### src/core/asr_pkg.sv
// shared constants and types of the angle sensor readout die
// assumes a 10 MHz ref_clk_i; all pins are sampled by that clock
package asr_pkg;

    // ------------------------------------------------------------
    // timing
    // ------------------------------------------------------------
    localparam int unsigned CLK_HZ = 10_000_000;
    localparam int unsigned CYC_PER_US = CLK_HZ / 1_000_000;
    localparam int unsigned ANGLE_REFRESH_PERIOD_US = 25;
    localparam int unsigned BASE_CYCLES = ANGLE_REFRESH_PERIOD_US * CYC_PER_US;
    localparam int unsigned POWER_ON_TIME_US = 300;
    localparam int unsigned POWER_ON_CYCLES = POWER_ON_TIME_US * CYC_PER_US;
    localparam int unsigned WDOG_CYCLES = 2 * BASE_CYCLES;
    localparam logic [7:0] BASE_LAST = 8'(BASE_CYCLES - 1);
    localparam logic [11:0] POR_LAST = 12'(POWER_ON_CYCLES - 1);
    localparam logic [8:0] WDOG_LAST = 9'(WDOG_CYCLES - 1);

    // ------------------------------------------------------------
    // angle code
    // ------------------------------------------------------------
    localparam int unsigned ANGLE_CODE_WIDTH = 13;
    localparam logic [12:0] HALF_TURN = 13'h1000;

    // ------------------------------------------------------------
    // local register port (byte offsets)
    // ------------------------------------------------------------
    localparam logic [3:0] REG_NV_CFG = 4'h0;
    localparam logic [3:0] REG_NV_REF = 4'h4;
    localparam logic [3:0] REG_STATUS = 4'h8;
    localparam logic [3:0] REG_ANGLE = 4'hC;
    localparam int unsigned NV_COPY_W = 4;
    localparam int unsigned NV_REF_PAR_BIT = 13;
    localparam logic [11:0] NV_CFG_RST = 12'h000;
    localparam logic [13:0] NV_REF_RST = 14'h0000;

    // ------------------------------------------------------------
    // serial frame
    // ------------------------------------------------------------
    localparam logic [4:0] FRAME_BITS = 5'h10;
    localparam int unsigned CMD_WRITE_BIT = 15;
    localparam logic [6:0] SPI_ADDR_ANGLE = 7'h00;
    localparam logic [6:0] SPI_ADDR_FLAGS = 7'h01;
    localparam logic [6:0] SPI_ADDR_CTRL = 7'h02;
    localparam int unsigned CTRL_MODE_BIT = 2;

    // ------------------------------------------------------------
    // types
    // ------------------------------------------------------------
    typedef struct packed {
        logic low_speed;
        logic [2:0] averaging_exponent;
    } asr_mode_t;

    typedef struct packed {
        logic power_loss_flag;
        logic ecc_corrected_flag;
        logic ecc_detected_flag;
        logic missing_magnet_flag;
        logic internal_error_flag;
    } asr_flags_t;

    localparam asr_flags_t FLAGS_RST = 5'h00;

endpackage

### src/core/asr_nv_store.sv
// nonvolatile configuration image with voting and parity check
// assumes nv_rst_n_i comes from logic on ref_clk_i; power-up reset does not touch it
`timescale 1ns/1ps
module asr_nv_store
    import asr_pkg::*;
(
    // clock and store erase
    input wire logic ref_clk_i,
    input wire logic nv_rst_n_i,
    // programming
    input wire logic wr_cfg_i,
    input wire logic wr_ref_i,
    input wire logic [31:0] wdata_i,
    // decoded image
    output asr_mode_t mode_o,
    output logic [12:0] ref_angle_o,
    output logic ecc_det_o,
    output logic ecc_corr_o,
    output logic [11:0] cfg_raw_o,
    output logic [13:0] ref_raw_o
);

    logic [11:0] cfg_q;
    logic [13:0] ref_q;
    logic [NV_COPY_W-1:0] vote_w;
    logic [NV_COPY_W-1:0] diff_w;

    // storage survives power-up reset so the image is kept across power cycles
    always_ff @(posedge ref_clk_i) begin
        if (!nv_rst_n_i) begin
            cfg_q <= NV_CFG_RST;
            ref_q <= NV_REF_RST;
        end else begin
            if (wr_cfg_i) begin
                cfg_q <= wdata_i[11:0];
            end
            if (wr_ref_i) begin
                ref_q <= wdata_i[13:0];
            end
        end
    end

    // three copies: majority corrects any single bad copy
    for (genvar gi = 0; gi < NV_COPY_W; gi++) begin : g_vote
        wire a = cfg_q[gi];
        wire b = cfg_q[gi + NV_COPY_W];
        wire c = cfg_q[gi + 2 * NV_COPY_W];
        assign vote_w[gi] = (a & b) | (a & c) | (b & c);
        assign diff_w[gi] = (a ^ b) | (b ^ c);
    end

    // reference angle has even parity; an error is detected, not corrected
    assign mode_o = vote_w;
    assign ref_angle_o = ref_q[12:0];
    assign ecc_det_o = ^ref_q;
    assign ecc_corr_o = |diff_w;
    assign cfg_raw_o = cfg_q;
    assign ref_raw_o = ref_q;

endmodule // asr_nv_store

### src/core/asr_die.sv
// one sensor die: refresh timing, averaging, diagnostics, serial slave
// assumes the front end delivers raw samples on ref_clk_i; serial pins are asynchronous
//
// Chosen here: strobed register access and the register addresses.
`timescale 1ns/1ps
module asr_die
    import asr_pkg::*;
#(
    parameter bit SECONDARY_DIE = 1'b0
) (
    // clock, power-up reset and store erase
    input wire logic ref_clk_i,
    input wire logic rst_n_i,
    input wire logic nv_rst_n_i,
    // local register port
    input wire logic [3:0] reg_addr_i,
    input wire logic [31:0] reg_wdata_i,
    input wire logic reg_we_i,
    input wire logic reg_re_i,
    output logic [31:0] reg_rdata_o,
    // front end and supply monitors
    input wire logic [12:0] raw_angle_i,
    input wire logic raw_valid_i,
    input wire logic field_low_i,
    input wire logic vcc_ok_i,
    input wire logic vcc_warn_i,
    input wire logic batt_lost_i,
    // serial port
    input wire logic spi_sclk_i,
    input wire logic spi_cs_n_i,
    input wire logic spi_mosi_i,
    output logic spi_miso_o,
    output logic spi_miso_oe_n_o,
    // angle result
    output logic [12:0] angle_o,
    output logic angle_new_o
);

    // ------------------------------------------------------------
    // pin synchronisers
    // ------------------------------------------------------------
    localparam int unsigned NPIN = 7;
    localparam logic [NPIN-1:0] PIN_IDLE = 7'h03;
    localparam logic [12:0] DIE_OFS = SECONDARY_DIE ? HALF_TURN : 13'h0000;
    wire [NPIN-1:0] pin_w;
    wire [NPIN-1:0] pin_s;

    assign pin_w = {batt_lost_i, vcc_warn_i, vcc_ok_i, field_low_i,
                    spi_mosi_i, spi_cs_n_i, spi_sclk_i};

    // two flops per pin; only the second one is looked at
    for (genvar gi = 0; gi < NPIN; gi++) begin : g_sync
        logic m_q;
        logic s_q;
        always_ff @(posedge ref_clk_i) begin
            if (!rst_n_i) begin
                m_q <= PIN_IDLE[gi];
                s_q <= PIN_IDLE[gi];
            end else begin
                m_q <= pin_w[gi];
                s_q <= m_q;
            end
        end
        assign pin_s[gi] = s_q;
    end

    wire sclk_s = pin_s[0];
    wire cs_n_s = pin_s[1];
    wire mosi_s = pin_s[2];
    wire field_low_s = pin_s[3];
    wire vcc_ok_s = pin_s[4];
    wire vcc_low_s = pin_s[5];
    wire batt_lost_s = pin_s[6];

    // ------------------------------------------------------------
    // nonvolatile image
    // ------------------------------------------------------------
    asr_mode_t nv_mode;
    logic [12:0] ref_angle_w;
    logic nv_det_w;
    logic nv_corr_w;
    logic [11:0] cfg_raw_w;
    logic [13:0] ref_raw_w;
    wire wr_cfg_w = reg_we_i && (reg_addr_i == REG_NV_CFG);
    wire wr_ref_w = reg_we_i && (reg_addr_i == REG_NV_REF);

    asr_nv_store u_nv (
        .ref_clk_i(ref_clk_i),
        .nv_rst_n_i(nv_rst_n_i),
        .wr_cfg_i(wr_cfg_w),
        .wr_ref_i(wr_ref_w),
        .wdata_i(reg_wdata_i),
        .mode_o(nv_mode),
        .ref_angle_o(ref_angle_w),
        .ecc_det_o(nv_det_w),
        .ecc_corr_o(nv_corr_w),
        .cfg_raw_o(cfg_raw_w),
        .ref_raw_o(ref_raw_w)
    );

    // ------------------------------------------------------------
    // power-up and mode
    // ------------------------------------------------------------
    logic [11:0] por_cnt_q;
    logic ready_q;
    logic low_speed_q;
    logic ctrl_wr_w;
    logic [15:0] rx_q;
    wire por_done_w = !ready_q && (por_cnt_q == POR_LAST);
    wire active_w = ready_q && vcc_ok_s;

    // init runs for the power-on time after every reset
    always_ff @(posedge ref_clk_i) begin
        if (!rst_n_i) begin
            por_cnt_q <= 12'h000;
            ready_q <= 1'b0;
        end else if (!ready_q) begin
            por_cnt_q <= por_cnt_q + 12'h001;
            ready_q <= por_done_w;
        end
    end

    // mode default comes from the store; this die's port may then change it
    always_ff @(posedge ref_clk_i) begin
        if (!rst_n_i) begin
            low_speed_q <= 1'b0;
        end else if (por_done_w) begin
            low_speed_q <= nv_mode.low_speed;
        end else if (ctrl_wr_w) begin
            low_speed_q <= rx_q[CTRL_MODE_BIT];
        end
    end

    // ------------------------------------------------------------
    // raw sample capture and watchdog
    // ------------------------------------------------------------
    logic [12:0] raw_q;
    logic [8:0] wd_cnt_q;
    wire wd_fire_w = ready_q && (wd_cnt_q == WDOG_LAST);

    // watchdog trips when the front end stops delivering samples
    always_ff @(posedge ref_clk_i) begin
        if (!rst_n_i) begin
            raw_q <= 13'h0000;
            wd_cnt_q <= 9'h000;
        end else if (raw_valid_i) begin
            raw_q <= raw_angle_i + DIE_OFS;
            wd_cnt_q <= 9'h000;
        end else if (wd_cnt_q != WDOG_LAST) begin
            wd_cnt_q <= wd_cnt_q + 9'h001;
        end
    end

    // ------------------------------------------------------------
    // refresh timing and averaging
    // ------------------------------------------------------------
    logic [7:0] base_cnt_q;
    logic [7:0] avg_cnt_q;
    logic [12:0] anchor_q;
    logic signed [19:0] acc_q;
    logic [12:0] angle_q;
    logic angle_new_q;
    wire base_tick_w = (base_cnt_q == BASE_LAST);
    wire [7:0] period_w = low_speed_q ? (8'h01 << nv_mode.averaging_exponent) : 8'h01;
    wire first_w = (avg_cnt_q == 8'h00);
    wire end_tick_w = base_tick_w && (avg_cnt_q >= period_w - 8'h01);
    wire [12:0] anchor_w = first_w ? raw_q : anchor_q;
    wire [12:0] diff_w = raw_q - anchor_w;
    wire signed [19:0] sum_w = (first_w ? 20'sh00000 : acc_q) + {{7{diff_w[12]}}, diff_w};
    wire [2:0] shamt_w = low_speed_q ? nv_mode.averaging_exponent : 3'h0;
    wire signed [19:0] mean_w = sum_w >>> shamt_w;
    wire [12:0] result_w = anchor_w + mean_w[12:0] - ref_angle_w;

    // deviations from the first sample are summed so the wrap at 0/360 does not bias the mean
    always_ff @(posedge ref_clk_i) begin
        if (!rst_n_i) begin
            base_cnt_q <= 8'h00;
            avg_cnt_q <= 8'h00;
            anchor_q <= 13'h0000;
            acc_q <= 20'sh00000;
        end else begin
            base_cnt_q <= base_tick_w ? 8'h00 : base_cnt_q + 8'h01;
            if (base_tick_w) begin
                avg_cnt_q <= end_tick_w ? 8'h00 : avg_cnt_q + 8'h01;
                anchor_q <= anchor_w;
                acc_q <= sum_w;
            end
        end
    end

    // result and its strobe; produced in either mode whatever the host does
    always_ff @(posedge ref_clk_i) begin
        if (!rst_n_i) begin
            angle_q <= 13'h0000;
            angle_new_q <= 1'b0;
        end else begin
            angle_new_q <= end_tick_w;
            if (end_tick_w) begin
                angle_q <= result_w;
            end
        end
    end

    // ------------------------------------------------------------
    // sticky diagnostic flags
    // ------------------------------------------------------------
    asr_flags_t flags_q;
    asr_flags_t set_w;
    asr_flags_t clr_w;
    logic wr_w;
    assign set_w = {batt_lost_s, nv_corr_w, nv_det_w, field_low_s, wd_fire_w};
    wire err_any_w = |flags_q;

    // a new event wins over a clear in the same cycle
    always_ff @(posedge ref_clk_i) begin
        if (!rst_n_i) begin
            flags_q <= FLAGS_RST;
        end else begin
            flags_q <= set_w | (flags_q & ~clr_w);
        end
    end

    // ------------------------------------------------------------
    // serial slave: idle-high clock, out on falling, in on rising
    // ------------------------------------------------------------
    logic sclk_prev_q;
    logic cs_prev_q;
    logic [4:0] bit_cnt_q;
    logic [15:0] tx_q;
    logic in_frame_q;
    logic miso_q;
    logic oe_n_q;
    logic [6:0] rd_addr_q;
    wire sclk_rise_w = sclk_s && !sclk_prev_q;
    wire sclk_fall_w = !sclk_s && sclk_prev_q;
    wire cs_fall_w = !cs_n_s && cs_prev_q;
    wire cs_rise_w = cs_n_s && !cs_prev_q;
    wire cmd_go_w = cs_rise_w && in_frame_q && (bit_cnt_q == FRAME_BITS) && active_w;
    wire [6:0] cmd_addr_w = rx_q[14:8];
    assign wr_w = cmd_go_w && rx_q[CMD_WRITE_BIT];
    assign ctrl_wr_w = wr_w && (cmd_addr_w == SPI_ADDR_CTRL);
    assign clr_w = (wr_w && (cmd_addr_w == SPI_ADDR_FLAGS)) ? rx_q[4:0] : FLAGS_RST;

    // answer words; the angle word carries the low supply flag
    wire [15:0] ang_word_w = {err_any_w, vcc_low_s, 1'b0, angle_q};
    wire [15:0] flag_word_w = {10'h000, vcc_low_s, flags_q};
    wire [15:0] ctrl_word_w = {13'h0000, low_speed_q, 2'b00};
    wire [15:0] resp_w = (rd_addr_q == SPI_ADDR_ANGLE) ? ang_word_w :
                         (rd_addr_q == SPI_ADDR_FLAGS) ? flag_word_w :
                         (rd_addr_q == SPI_ADDR_CTRL) ? ctrl_word_w : 16'h0000;

    // frame engine; frames that start while not active are never driven or decoded
    always_ff @(posedge ref_clk_i) begin
        if (!rst_n_i) begin
            sclk_prev_q <= 1'b1;
            cs_prev_q <= 1'b1;
            bit_cnt_q <= 5'h00;
            rx_q <= 16'h0000;
            tx_q <= 16'h0000;
            in_frame_q <= 1'b0;
            miso_q <= 1'b0;
            oe_n_q <= 1'b1;
        end else begin
            sclk_prev_q <= sclk_s;
            cs_prev_q <= cs_n_s;
            if (cs_fall_w && active_w) begin
                tx_q <= resp_w;
                bit_cnt_q <= 5'h00;
                in_frame_q <= 1'b1;
                oe_n_q <= 1'b0;
            end else if (cs_rise_w) begin
                in_frame_q <= 1'b0;
                oe_n_q <= 1'b1;
            end else if (in_frame_q && sclk_fall_w) begin
                miso_q <= tx_q[15];
                tx_q <= {tx_q[14:0], 1'b0};
            end else if (in_frame_q && sclk_rise_w) begin
                rx_q <= {rx_q[14:0], mosi_s};
                bit_cnt_q <= (bit_cnt_q == 5'h1F) ? bit_cnt_q : bit_cnt_q + 5'h01;
            end
        end
    end

    // read address of the last read command picks the next frame's answer
    always_ff @(posedge ref_clk_i) begin
        if (!rst_n_i) begin
            rd_addr_q <= SPI_ADDR_ANGLE;
        end else if (cmd_go_w && !rx_q[CMD_WRITE_BIT]) begin
            rd_addr_q <= cmd_addr_w;
        end
    end

    // ------------------------------------------------------------
    // local register read-back
    // ------------------------------------------------------------
    logic [31:0] rdata_q;
    wire [31:0] status_w = {21'h000000, nv_mode.averaging_exponent, ready_q,
                            low_speed_q, vcc_low_s, flags_q};
    wire [31:0] rsel_w = (reg_addr_i == REG_NV_CFG) ? {20'h00000, cfg_raw_w} :
                         (reg_addr_i == REG_NV_REF) ? {18'h00000, ref_raw_w} :
                         (reg_addr_i == REG_STATUS) ? status_w :
                         (reg_addr_i == REG_ANGLE) ? {19'h00000, angle_q} : 32'h00000000;

    // read data stand only in the cycle after the strobe
    always_ff @(posedge ref_clk_i) begin
        if (!rst_n_i) begin
            rdata_q <= 32'h00000000;
        end else begin
            rdata_q <= reg_re_i ? rsel_w : 32'h00000000;
        end
    end

    assign reg_rdata_o = rdata_q;
    assign spi_miso_o = miso_q;
    assign spi_miso_oe_n_o = oe_n_q;
    assign angle_o = angle_q;
    assign angle_new_o = angle_new_q;

    // ------------------------------------------------------------
    // assertions
    // ------------------------------------------------------------
    logic [11:0] ast_cyc_q;
    always_ff @(posedge ref_clk_i) begin
        if (!rst_n_i) begin
            ast_cyc_q <= 12'h000;
        end else if (ast_cyc_q != 12'hFFF) begin
            ast_cyc_q <= ast_cyc_q + 12'h001;
        end
    end
endmodule // asr_die

### config.mk
export PLATFORM = sky130hd
export DESIGN_NAME = asr_die
export DESIGN_NICKNAME = d
export VERILOG_FILES = /design/src/core/asr_pkg.sv /design/src/core/asr_nv_store.sv /design/src/core/asr_die.sv
export SDC_FILE = /design/constraint.sdc
export NUM_CORES = 1
export LEC_CHECK = 0
export BUFFER_PORTS_ARGS = -buffer_cell sky130_fd_sc_hd__clkbuf_2
export CAP_MARGIN = 20
export CORE_UTILIZATION = 60
export CTS_BUF_LIST = sky130_fd_sc_hd__clkbuf_4 sky130_fd_sc_hd__clkbuf_8 sky130_fd_sc_hd__clkbuf_16
export DETAILED_ROUTE_END_ITERATION = 10
export GPL_TIMING_DRIVEN = 0
export PLACE_DENSITY = 0.77
export SETUP_SLACK_MARGIN = 0.4
export SYNTH_ARGS = -nofsm -noshare
export SYNTH_HDL_FRONTEND = slang
export SYNTH_SLANG_ARGS = --single-unit
### constraint.sdc
create_clock -name ref_clk_i -period 11.25 [get_ports ref_clk_i]
set_clock_uncertainty 0.15 [all_clocks]
set_input_delay 0.5625 -clock ref_clk_i [delete_from_list [all_inputs] [get_ports ref_clk_i]]
set_output_delay 0.5625 -clock ref_clk_i [all_outputs]
set_load 0.1 [all_outputs]
==> results of run 1 <==
## registers in the layout, indices dropped and copies added, names as in the netlist, 13 cells and up
register        flops
reg_rdata_o        14
raw_q              13
acc_q              20
tx_q               16
rx_q               16
anchor_q           13
angle_o            13
u_nv.ref_raw_o     14
## kinds of logic (layout without fill, tap and decap cells)
| kind of cell | Yosys count | after routing |
|---|---|---|
| AND/OR/NAND/NOR | 536 | 536 |
| AO/OA/AOI/OAI | 345 | 345 |
| flip-flops | 207 | 207 |
| buffers and inverters | 137 | 252 |
| XOR/XNOR | 84 | 84 |
| multiplexers | 84 | 84 |
| adder cells (fa/ha/maj) | 72 | 72 |
| other | 2 | 19 |
## cells in the mapped netlist, types with 14 or more instances
library cell and number:
a211oi_1 18, a21boi_0 28, a21o_1 16, a21oi_1 97, a22oi_1 14, and2_1 28
and3_1 16, buf_4 18, clkbuf_1 60, dfxtp_1 207, ha_1 63, inv_1 46
mux2_2 15, mux2i_1 68, nand2_1 181, nand2b_1 19, nand3_1 25, nor2_1 166
nor3_1 24, o21ai_0 61, xnor2_1 46, xor2_1 38
## timing repair
action | in CTS | in global routing
setup buffers | 0 | 2
endpoints found under the setup margin | 1 | 5
pin swaps | 0 | 2
gates resized for setup | 1 | 10
## worst reg2reg max path: cells and delay by family (launching register included)
kind	cells	cell delay (ns)
AO/OA/AOI/OAI	19	3.74
AND/OR/NAND/NOR	8	2.42
adder cells (fa/ha/maj)	5	1.45
buffers and inverters	6	1.36
multiplexers	2	0.56
flip-flops	1	0.37
XOR/XNOR	1	0.14
## per-stage QoR
| stage | worst slack (ns) | area [um2] | util | power, W | cells |
|---|---|---|---|---|---|
| 3_5_place_dp | 0.383 | 12900 | 0.656 | 0.00111 | 1823 |
| 6_report | 0.924 | 13700 | 0.696 | 0.00185 | 1864 |
| 2_1_floorplan | 2.07 | 12200 | - | 0.00104 | 1484 |
| 5_1_grt | 0.377 | 13700 | 0.696 | 0.00192 | 1864 |
| 4_1_cts | 0.415 | 13600 | 0.693 | 0.00184 | 1862 |
| 3_3_place_gp | 0.551 | 12900 | 0.655 | 0.00111 | 1820 |
## worst max-delay path by stage
stage	startpoint	to	slack, ns
after floorplan	avg_cnt_q[0]	angle_o[12]	2.07
after global placement	avg_cnt_q[0]	angle_o[12]	0.55
after detailed placement	avg_cnt_q[0]	angle_o[12]	0.38
after CTS	avg_cnt_q[0]	angle_o[12]	0.41
after global routing	avg_cnt_q[0]	angle_o[12]	0.38
final	avg_cnt_q[0]	angle_o[12]	0.92
## power breakdown
part	leakage (nW)	total (W)	switching, W	internal (W)
Clock	0.369	0.000740	0.000305	0.000436
Combinational	3.60	0.000359	0.000219	0.000140
Sequential	1.68	0.000754	0.0000107	0.000743
## cells in the final DEF (no fill, tap or decap), types with 8 or more instances in the layout
master	n
inv_1	46
o21bai_1	9
nand3_1	25
and2_1	28
a22oi_1	14
or3_1	9
buf_1	8
mux2i_1	68
dfxtp_1	207
clkbuf_2	72
nor2b_1	12
buf_4	20
nor3_1	24
and3_1	16
a211o_1	8
a21boi_0	28
nand2b_1	19
a21o_1	16
xnor2_1	46
a31oi_1	9
o21ai_0	60
nand2_1	181
a221oi_1	10
conb_1	19
clkbuf_16	23
a22o_1	12
a211oi_1	17
fa_1	8
a21oi_1	97
o211ai_1	11
mux2_2	15
nand4_1	11
clkbuf_1	58
or4_1	10
nor2_1	166
xor2_1	38
ha_1	62
## metal layers
layer | up-vias | track usage
li1 | 5365 | -
met4 | 0 | 0.103
met2 | 500 | 0.539
met1 | 5245 | 0.440
met3 | 78 | 0.0503
met5 | - | 0
## final cells by class
| class | instances | area, um2 |
|---|---|---|
| fillers | 1672 | 5980 |
| clock inverters | 7 | 66.3 |
| flip-flops and latches | 207 | 4140 |
| multi-input cells | 1140 | 7480 |
| clock buffers | 32 | 668 |
| well taps | 265 | 332 |
| plain buffers | 90 | 419 |
| repair buffers | 76 | 385 |
| inverters | 47 | 176 |
==> impl_results.md, run 1 <==
* First DRT Iteration DRCs at 925
* Port-buffer cells at 71
* Largest net degree at the start of global routing at 14
* VDD IR max at between 0.1 and 0.15 mV
* WHS Path Cells at 2
* Initial antenna violation count at 0
* Clock Path Buffers at 3
* Crit path time final at 10.33 ns
* CP Depth at 41
* Pwr Density at 136 nW/um2
* Slew Limit Fails at 0
* Syn avg cell area at 8.26 um2
* Total Routing Usage GR at 0.328
* Initial Util at 0.616
* Max Used Layer: met4
* Crit. End Element: flip-flop
* Placement row count at 51
* Crit path DAT at 10.59 ns
* Metal2 WL at roughly 15 mm
* EDFF count, synth at 0
* Main combinational cell family by area after synthesis: simple AND/OR/NAND/NOR gates
* Cells on worst reg2reg path at 41
* RSZ-0062 raised after global routing: false
* FFs w/ async S/R, synth at 0
* Cell family with most CP delay: compound AO/OA/AOI/OAI gates
* Hold Slack at 0.0816 ns
* TritonCTS clock tree: built
* Reg-to-reg endpoint: angle_o[12]
* Required time worst endpoint at 11.51 ns
* Clk root buf: clkbuf_16
* Vias per cell at 6.00
* Fin. Hold Viols at 0
* Worst r2r src: avg_cnt_q[0]
* CTS buffer count at 22
* Detailed-route via count at 11,188
* Layout cell share with drive strength beyond 1 at 0.113
* Mapped cell area at 12,100 um2
* Synth Area in Simple Gates at 0.205
* Slew headroom at 0.311
* Htree depth at 1
* Num ports at 110
* Total wire length at 33.6 mm
* Post-synth top area share at 0.342
* Final ANT Viol Nets at 0
* Maxcap violations at 0
* XOR/XNOR Fraction of Synth Area at 0.0607
* Width of the die at 144 um
* Final Cycle Share at 0.918
* Hold Path End: g_sync[1].m_q
* Metal3 WL at 2.82 mm
* Synthesized flop and latch total at around 210
* M1 WL at 14.5 mm
* Critical path class: flip-flop to flip-flop
* Reg2reg setup slack at 0.92 ns
* Compound-Gate Fraction of Synth Area at 0.193
* Primary FF master, synth: dfxtp_1
* Fin Setup TNS at 0 ns
* DR DRC count at 0
* Worst-Margin Slew at 1.03 ns
* Critical path's largest stage delay at roughly 0.50 ns
* Grt ovf at 0
* Die area at 20,800 um2
* DP HPWL at approximately 25 mm
* Fmax at slightly below 0.1 GHz
* Worst Setup Start Kind: flip-flop
* Status: complete, no violations
* Chip Height at 144 um
* Ranking of synthesized cells by area: dfxtp_1, ha_1, mux2i_1, nand2_1, nor2_1
* Total clock sinks at 207
* Leakage power total at 5.65 nW
* ANT cells at 0
* Mux cell area share after synthesis at 0.0711
* Pre-antenna DRT Iters at 5
* Worst Path Max Fanout at 10
* First-pass GRT wire length at between 50 and 60 mm
* P&R area growth vs syn at 12.9%
* Cts hold-fix bufs at 0
* Drt wl/cell at roughly 18 um
* Ys Warns at 0
* Hold/Removal Path Class: input port to flip-flop
* Slowest stage cell, crit path: or4_1
* Routability cong. at about 1
* Cell variety after synth at 78
* HP Start: spi_cs_n_i
* Mapped Cells at 1,467
* Sequential area share after synthesis at 0.342
* NumNets Final at 1,717
* Clk slew on worst S/H paths at around 0.060 ns
* Clock latency on the worst-skew pair at roughly 0.51 ns
* # setup viols final at 0
* Vias in the first global route at a little over 10,000
* Core Box Area at 19,700 um2
* Synth Area in Adders at 0.0791
* Post-synth top area cell: dfxtp_1
* Worst Path Buf+Inv at 6
(Power assumes the default switching activity.)
==> run 2: changes to the inputs <==
--- a/config.mk
+++ b/config.mk
@@ -7,11 +7,11 @@
 export LEC_CHECK = 0
 export BUFFER_PORTS_ARGS = -buffer_cell sky130_fd_sc_hd__clkbuf_2
 export CAP_MARGIN = 20
-export CORE_UTILIZATION = 60
+export CORE_UTILIZATION = 58
 export CTS_BUF_LIST = sky130_fd_sc_hd__clkbuf_4 sky130_fd_sc_hd__clkbuf_8 sky130_fd_sc_hd__clkbuf_16
 export DETAILED_ROUTE_END_ITERATION = 10
 export GPL_TIMING_DRIVEN = 0
-export PLACE_DENSITY = 0.77
+export PLACE_DENSITY = 0.75
 export SETUP_SLACK_MARGIN = 0.4
 export SYNTH_ARGS = -nofsm -noshare
 export SYNTH_HDL_FRONTEND = slang
==> constraint.sdc (replaced) <==
create_clock -name ref_clk_i -period 11.8 [get_ports ref_clk_i]
set_clock_uncertainty 0.15 [all_clocks]
set_input_delay 2.36 -clock ref_clk_i [delete_from_list [all_inputs] [get_ports ref_clk_i]]
set_output_delay 2.36 -clock ref_clk_i [all_outputs]
set_load 0.1 [all_outputs]
==> run 2 against run 1 <==
  * Clock-buffer cell count is 2 higher
  * Final cell count is 0.48% higher
  * Wire length hardly changed
  * Critical path depth is 1 lower
  * Design area is 0.37% higher
  * Largest cell class unchanged
==> impl_results.md, run 2 (synthesized netlist as in run 1, its figures left out) <==
* Status: complete, no violations (unchanged)
* DP HPWL at 25.3 mm (about the same)
* Fmax at 0.0924 GHz (was 0.0968 GHz)
* Internal power at 0.00129 W (was 0.00132 W)
* Non-Filler Instances at 1,873 (was 1,864)
* Final ANT Viol Nets at 0 (unchanged)
* Crit. End Element: flip-flop (unchanged)
* Vias in the first global route at 10,534 (was 10,358)
* Final Cycle Share at 0.918 (about the same)
* Die area at 21,500 um2 (was 20,800 um2)
* Worst r2r src: avg_cnt_q[0] (unchanged)
* Switching portion of total power at 0.282 (was 0.288)
* CTS buffer count at 23 (was 22)
* P&R area growth vs syn at 13.3% (was 12.9%)
* Reg power frac at 0.399 (was 0.407)
* Slew headroom at 0.332 (was 0.311)
* Max reg flops at 20 (unchanged)
* Fin. Hold Viols at 0 (unchanged)
* Crit path DAT at 11.10 ns (was 10.59 ns)
* Part of the power in combinational logic at 0.189 (was 0.194)
* Fin Setup TNS at 0 ns (unchanged)
* Clock Path Buffers at 3 (unchanged)
* # setup viols final at 0 (unchanged)
* Switching Power at 0.000508 W (was 0.000534 W)
* Core Box Area at 20,400 um2 (was 19,700 um2)
* Placement row count at 52 (was 51)
* Commonest non-fill, non-tap cell in the layout: dfxtp_1 (unchanged)
* Clock latency on the worst-skew pair at 0.52 ns (was 0.51 ns)
* Htree depth at 1 (unchanged)
* Most numerous cell on the critical path: ha_1
* Commonest cells after routing, fill and taps aside: dfxtp_1, nand2_1, nor2_1 (unchanged)
* Total wire length at 33.6 mm (about the same)
* Required time worst endpoint at 12.07 ns (was 11.51 ns)
* DR DRC count at 0 (unchanged)
* VDD IR max at 0.101 mV (was 0.115 mV)
* Worst Path Max Fanout at 10 (unchanged)
* First DRT Iteration DRCs at 818 (was 925)
* Initial antenna violation count at 0 (unchanged)
* Reg-to-reg endpoint: angle_o[12] (unchanged)
* Fill cells at 1,716 (was 1,672)
* Slew Limit Fails at 0 (unchanged)
* Critical path's largest stage delay at 0.52 ns (was 0.50 ns)
* Critical path destination: angle_o[12] (unchanged)
* Placed insts at 1,828 (was 1,823)
* TritonCTS clock tree: built (unchanged)
* Detailed-route via count at 11,197 (was 11,188)
* Largest regs: acc_q: 20 flops, rx_q: 16 flops, tx_q: 16 flops (unchanged)
* Layout cell share with drive strength beyond 1 at 0.111 (was 0.113)
* Leakage power total at 5.66 nW (was 5.65 nW)
* Grt ovf at 0 (unchanged)
* Worst setup startpoint: avg_cnt_q[0] (unchanged)
* Pre-antenna DRT Iters at 6 (was 5)
* Initial Util at 0.595 (was 0.616)
* Clk slew on worst S/H paths at 0.06 ns (about the same)
* Largest net degree at the start of global routing at 14 (unchanged)
* Total Routing Usage GR at 0.312 (was 0.328)
* Routability cong. at 0.965 (was 0.975)
* First-pass GRT wire length at 53.7 mm (was 53.2 mm)
* Maxcap violations at 0 (unchanged)
* Slowest stage cell, crit path: o21ai_0 (was or4_1)
* Cts hold-fix bufs at 0 (unchanged)
* Vias per cell at 5.98 (was 6.00)
* Chip Height at 147 um (was 144 um)
* Clk root buf: clkbuf_16 (unchanged)
* Clk pwr share at 0.412 (was 0.399)
* Width of the die at 147 um (was 144 um)
* Critical path class: flip-flop to flip-flop (unchanged)
* Num ports at 110 (unchanged)
* Total clock sinks at 207 (unchanged)
* Hold/Removal Path Class: flip-flop to flip-flop (was input port to flip-flop)
* NumNets Final at 1,719 (was 1,717)
* Cells on worst reg2reg path at 40 (was 41)
* Worst-Margin Slew at 0.994 ns (was 1.03 ns)
* Pwr Density at 131 nW/um2 (was 136 nW/um2)
* Crit path time final at 10.83 ns (was 10.33 ns)
* Reg2reg setup slack at 0.97 ns (was 0.92 ns)
* Port-buffer cells at 71 (unchanged)
* Largest register by flop count: acc_q (unchanged)
* Worst Setup Start Kind: flip-flop (unchanged)
* Drt wl/cell at 17.9 um (was 18.0 um)
* RSZ-0062 raised after global routing: false (unchanged)
==> run 2: final cells by class <==
cell class,instances,area (um2),area share
sequential,207,4140,0.302
tap,270,338,0.0246
timing repair buffer,77,395,0.0288
buffer,90,418,0.0304
clock inverter,7,97.6,0.00711
clock buffer,34,696,0.0507
antenna,1,2.50,0.000182
inverter,47,176,0.0129
multi-input combinational,1140,7460,0.543
==> run 2: worst max-delay path, delay by kind of cell, from the launching register on <==
kind	cells	cell delay, ns
mux	1	0.30
flops	1	0.36
simple gates	10	2.52
xor+xnor	2	0.33
fa+ha+maj	5	1.71
compound gates	16	3.87
buf+inv	6	1.46
==> run 2: worst min-delay path by stage <==
stage | start | end | slack [ns] | cells after the start
detailed placement | g_sync[1].m_q | cs_n_s | 0.25 | 1
finish | g_sync[1].m_q | cs_n_s | 0.26 | 1
global placement | g_sync[0].m_q | g_sync[0].s_q | 0.24 | 1
CTS | g_sync[1].m_q | cs_n_s | 0.27 | 1
global route | g_sync[1].m_q | cs_n_s | 0.29 | 1
floorplan | g_sync[1].m_q | cs_n_s | 0.24 | 1
==> run 2: timing repair <==
action,4_1_cts,5_1_grt
buffers inserted,0,2
gates resized for setup,0,3
setup endpoints to repair,0,1
==> run 2: metal layers <==
metal  global-route usage  part of all wire  up-vias
met5                    0                 0        -
met4                0.122             0.035        0
met3               0.0400             0.070       87
met2                0.510              0.45      456
met1                0.417              0.44     5281
li1                     -                 -     5373
==> run 2: power by group through the flow <==
stage	Combinational [W]	Clock, W	Sequential [W]
5_1_grt	0.000369	0.000784	0.000720
6_report	0.000340	0.000742	0.000719
3_5_place_dp	0.000329	0	0.000734
3_3_place_gp	0.000323	0	0.000734
2_1_floorplan	0.000259	0	0.000731
4_1_cts	0.000333	0.000752	0.000719
==> run 2: metrics by stage <==
| step | cell area [um2] | worst slack (ns) | hold WS [ns] | utilization | power [W] |
|---|---|---|---|---|---|
| floorplan | 12200 | 2.62 | 0.236 | - | 0.000989 |
| global placement | 12900 | 1.08 | 0.244 | 0.632 | 0.00106 |
| detailed placement | 12900 | 0.976 | 0.254 | 0.634 | 0.00106 |
| CTS | 13700 | 0.887 | 0.272 | 0.672 | 0.00180 |
| global route | 13700 | 0.349 | 0.294 | 0.674 | 0.00187 |
| finish | 13700 | 0.972 | 0.265 | 0.674 | 0.00180 |
==> run 3: changes to the inputs <==
==> constraint.sdc (replaced) <==
create_clock -name ref_clk_i -period 10.4 [get_ports ref_clk_i]
set_clock_uncertainty 0.15 [all_clocks]
set_input_delay 2.08 -clock ref_clk_i [delete_from_list [all_inputs] [get_ports ref_clk_i]]
set_output_delay 2.08 -clock ref_clk_i [all_outputs]
set_load 0.1 [all_outputs]
==> run 3 against run 2 <==
  * Clock-buffer cell count unchanged
  * Register-to-register slack got worse by 0.18 ns
  * Global-route usage increased by 0.067 points
  * Final cell count barely moved
  * Sequential power is 13% higher
  * Non-clock buffer count up 2
  * Wire length increased by 0.52%
  * Power up 15%
  * Via count is essentially flat
  * Largest cell class unchanged
  * Largest power group unchanged
==> impl_results.md, run 3 (synthesized netlist as in run 1, its figures left out) <==
* Max reg flops at 20 (unchanged)
* First-pass GRT wire length at 53.8 mm (was 53.7 mm)
* Detailed-route via count at 11,191 (was 11,197)
* Largest regs: acc_q: 20 flops, rx_q: 16 flops, tx_q: 16 flops (unchanged)
* Most numerous cell on the critical path: buf_4 (was ha_1)
* Reg-to-reg endpoint: angle_o[12] (unchanged)
* HP Start: g_sync[1].m_q (unchanged)
* VDD IR max at 0.115 mV (was 0.101 mV)
* Cells on worst reg2reg path at 41 (was 40)
* RSZ-0062 raised after global routing: false (unchanged)
* Switching portion of total power at 0.284 (was 0.282)
* Internal power at 0.00148 W (was 0.00129 W)
* Pwr Density at 149 nW/um2 (was 131 nW/um2)
* CP Depth at 41 (was 40)
* Initial Util at 0.595 (unchanged)
* CTS buffer count at 23 (unchanged)
* Dpl ws at -0.424 ns (was 0.976 ns)
* Routability cong. at 0.965 (unchanged)
* DR DRC count at 0 (unchanged)
* Hold/Removal Path Class: flip-flop to flip-flop (unchanged)
* Htree depth at 1 (unchanged)
* Total wire length at 33.8 mm (was 33.6 mm)
* Slew Limit Fails at 0 (unchanged)
* Critical path class: flip-flop to flip-flop (unchanged)
* Num ports at 110 (unchanged)
* Port-buffer cells at 71 (unchanged)
* Final Cycle Share at 0.924 (was 0.918)
* Clock latency on the worst-skew pair at 0.52 ns (about the same)
* Final ANT Viol Nets at 0 (unchanged)
* Required time worst endpoint at 10.67 ns (was 12.07 ns)
* Final WS setup at 0.793 ns (was 0.972 ns)
* ANT cells at 0 (was 1)
* Crit. End Element: flip-flop (unchanged)
* Clock Path Buffers at 3 (unchanged)
* Largest net degree at the start of global routing at 14 (unchanged)
* Chip Height at 147 um (unchanged)
* Grt ovf at 0 (unchanged)
* Pwr Total at 0.00206 W (was 0.00180 W)
* Critical path's largest stage delay at 0.54 ns (was 0.52 ns)
* Status: complete, no violations (unchanged)
* Largest register by flop count: acc_q (unchanged)
* Part of the power in combinational logic at 0.196 (was 0.189)
* Slowest stage cell, crit path: fa_1 (was o21ai_0)
* Slew headroom at 0.332 (about the same)
* Worst-Margin Slew at 0.995 ns (was 0.994 ns)
* Cell family with most CP delay: compound AO/OA/AOI/OAI gates (unchanged)
* Clk root buf: clkbuf_16 (unchanged)
* Vias in the first global route at 10,591 (was 10,534)
* Worst Path Buf+Inv at 6 (unchanged)
* Commonest cells after routing, fill and taps aside: dfxtp_1, nand2_1, nor2_1 (unchanged)
* Clk slew on worst S/H paths at 0.06 ns (about the same)
* Placement row count at 52 (unchanged)
* Cts hold-fix bufs at 0 (unchanged)
* P&R area growth vs syn at 14.3% (was 13.3%)
* Vias per cell at 5.97 (was 5.98)
* Hold Path End: cs_n_s (unchanged)
* Worst Setup Start Kind: flip-flop (unchanged)
* Reg power frac at 0.395 (was 0.399)
* Total Routing Usage GR at 0.312 (about the same)
* Initial antenna violation count at 0 (unchanged)
* Crit path DAT at 9.88 ns (was 11.10 ns)
* Clk pwr share at 0.409 (was 0.412)
* DP HPWL at 25.3 mm (unchanged)
* Crit path time final at 9.61 ns (was 10.83 ns)
* Core Box Area at 20,400 um2 (unchanged)
* Die area at 21,500 um2 (unchanged)
* Worst r2r src: avg_cnt_q[0] (unchanged)
* Drt wl/cell at 18.0 um (was 17.9 um)
* Reg2reg setup slack at 0.79 ns (was 0.97 ns)
* Switching Power at 0.000585 W (was 0.000508 W)
* WHS Path Cells at 1 (unchanged)
* Maxcap violations at 0 (unchanged)
* Worst Path Max Fanout at 10 (unchanged)
* First DRT Iteration DRCs at 795 (was 818)
* Pre-antenna DRT Iters at 6 (unchanged)
* Fin. Hold Viols at 0 (unchanged)
* Total clock sinks at 207 (unchanged)
* Leakage power total at 5.71 nW (was 5.66 nW)
* Layout cell share with drive strength beyond 1 at 0.125 (was 0.111)
* TritonCTS clock tree: built (unchanged)
* Fmax at 0.104 GHz (was 0.0924 GHz)
* # setup viols final at 0 (unchanged)
* Width of the die at 147 um (unchanged)
* NumNets Final at 1,721 (was 1,719)
* Commonest non-fill, non-tap cell in the layout: dfxtp_1 (unchanged)
[run 3: area by class of cell]
cell class              instances  area [um2]
clock inverters                 7        97.6
clock buffers                  34         696
repair buffers                 79         410
multi-input cells            1140        7550
fillers                      1710        6520
flip-flops and latches        207        4140
inverters                      47         176
well taps                     270         338
plain buffers                  90         429
[run 3: worst max-delay path by stage]
stage,startpoint,end
6_report,avg_cnt_q[0],angle_o[12]
5_1_grt,avg_cnt_q[0],angle_o[12]
3_3_place_gp,avg_cnt_q[0],angle_o[12]
4_1_cts,avg_cnt_q[0],angle_o[12]
2_1_floorplan,avg_cnt_q[0],angle_o[12]
3_5_place_dp,avg_cnt_q[0],angle_o[12]
[run 3: power by group through the flow]
stage	Clock [W]	Combinational [W]	Sequential, W
after CTS	0.000853	0.000384	0.000816
after global placement	0	0.000366	0.000833
after detailed placement	0	0.000374	0.000833
after floorplan	0	0.000294	0.000829
final	0.000844	0.000404	0.000816
after global routing	0.000890	0.000437	0.000817
[run 3: per-layer routing]
layer	up-vias	wire, um	track usage
li1	5377	-	-
met1	5298	14800	0.414
met2	440	15400	0.515
met3	76	2500	0.0400
met4	0	1090	0.122
met5	-	0	0
[run 3: per-stage QoR]
| stage | instance area [um2] | hold slack (ns) | TNS [ns] | util | std cells |
|---|---|---|---|---|---|
| global route | 13800 | 0.294 | 0 | 0.680 | 1874 |
| CTS | 13700 | 0.272 | 0 | 0.675 | 1871 |
| global placement | 12900 | 0.244 | -0.322 | 0.632 | 1825 |
| finish | 13800 | 0.265 | 0 | 0.680 | 1874 |
| detailed placement | 12900 | 0.254 | -0.424 | 0.634 | 1828 |
| floorplan | 12200 | 0.236 | 0 | - | 1484 |
[run 3: timing repair]
| item | 4_1_cts | 5_1_grt |
|---|---|---|
| pin swaps | 1 | 9 |
| gates resized for setup | 11 | 23 |
| endpoints found under the setup margin | 5 | 4 |
| setup buffers | 2 | 2 |
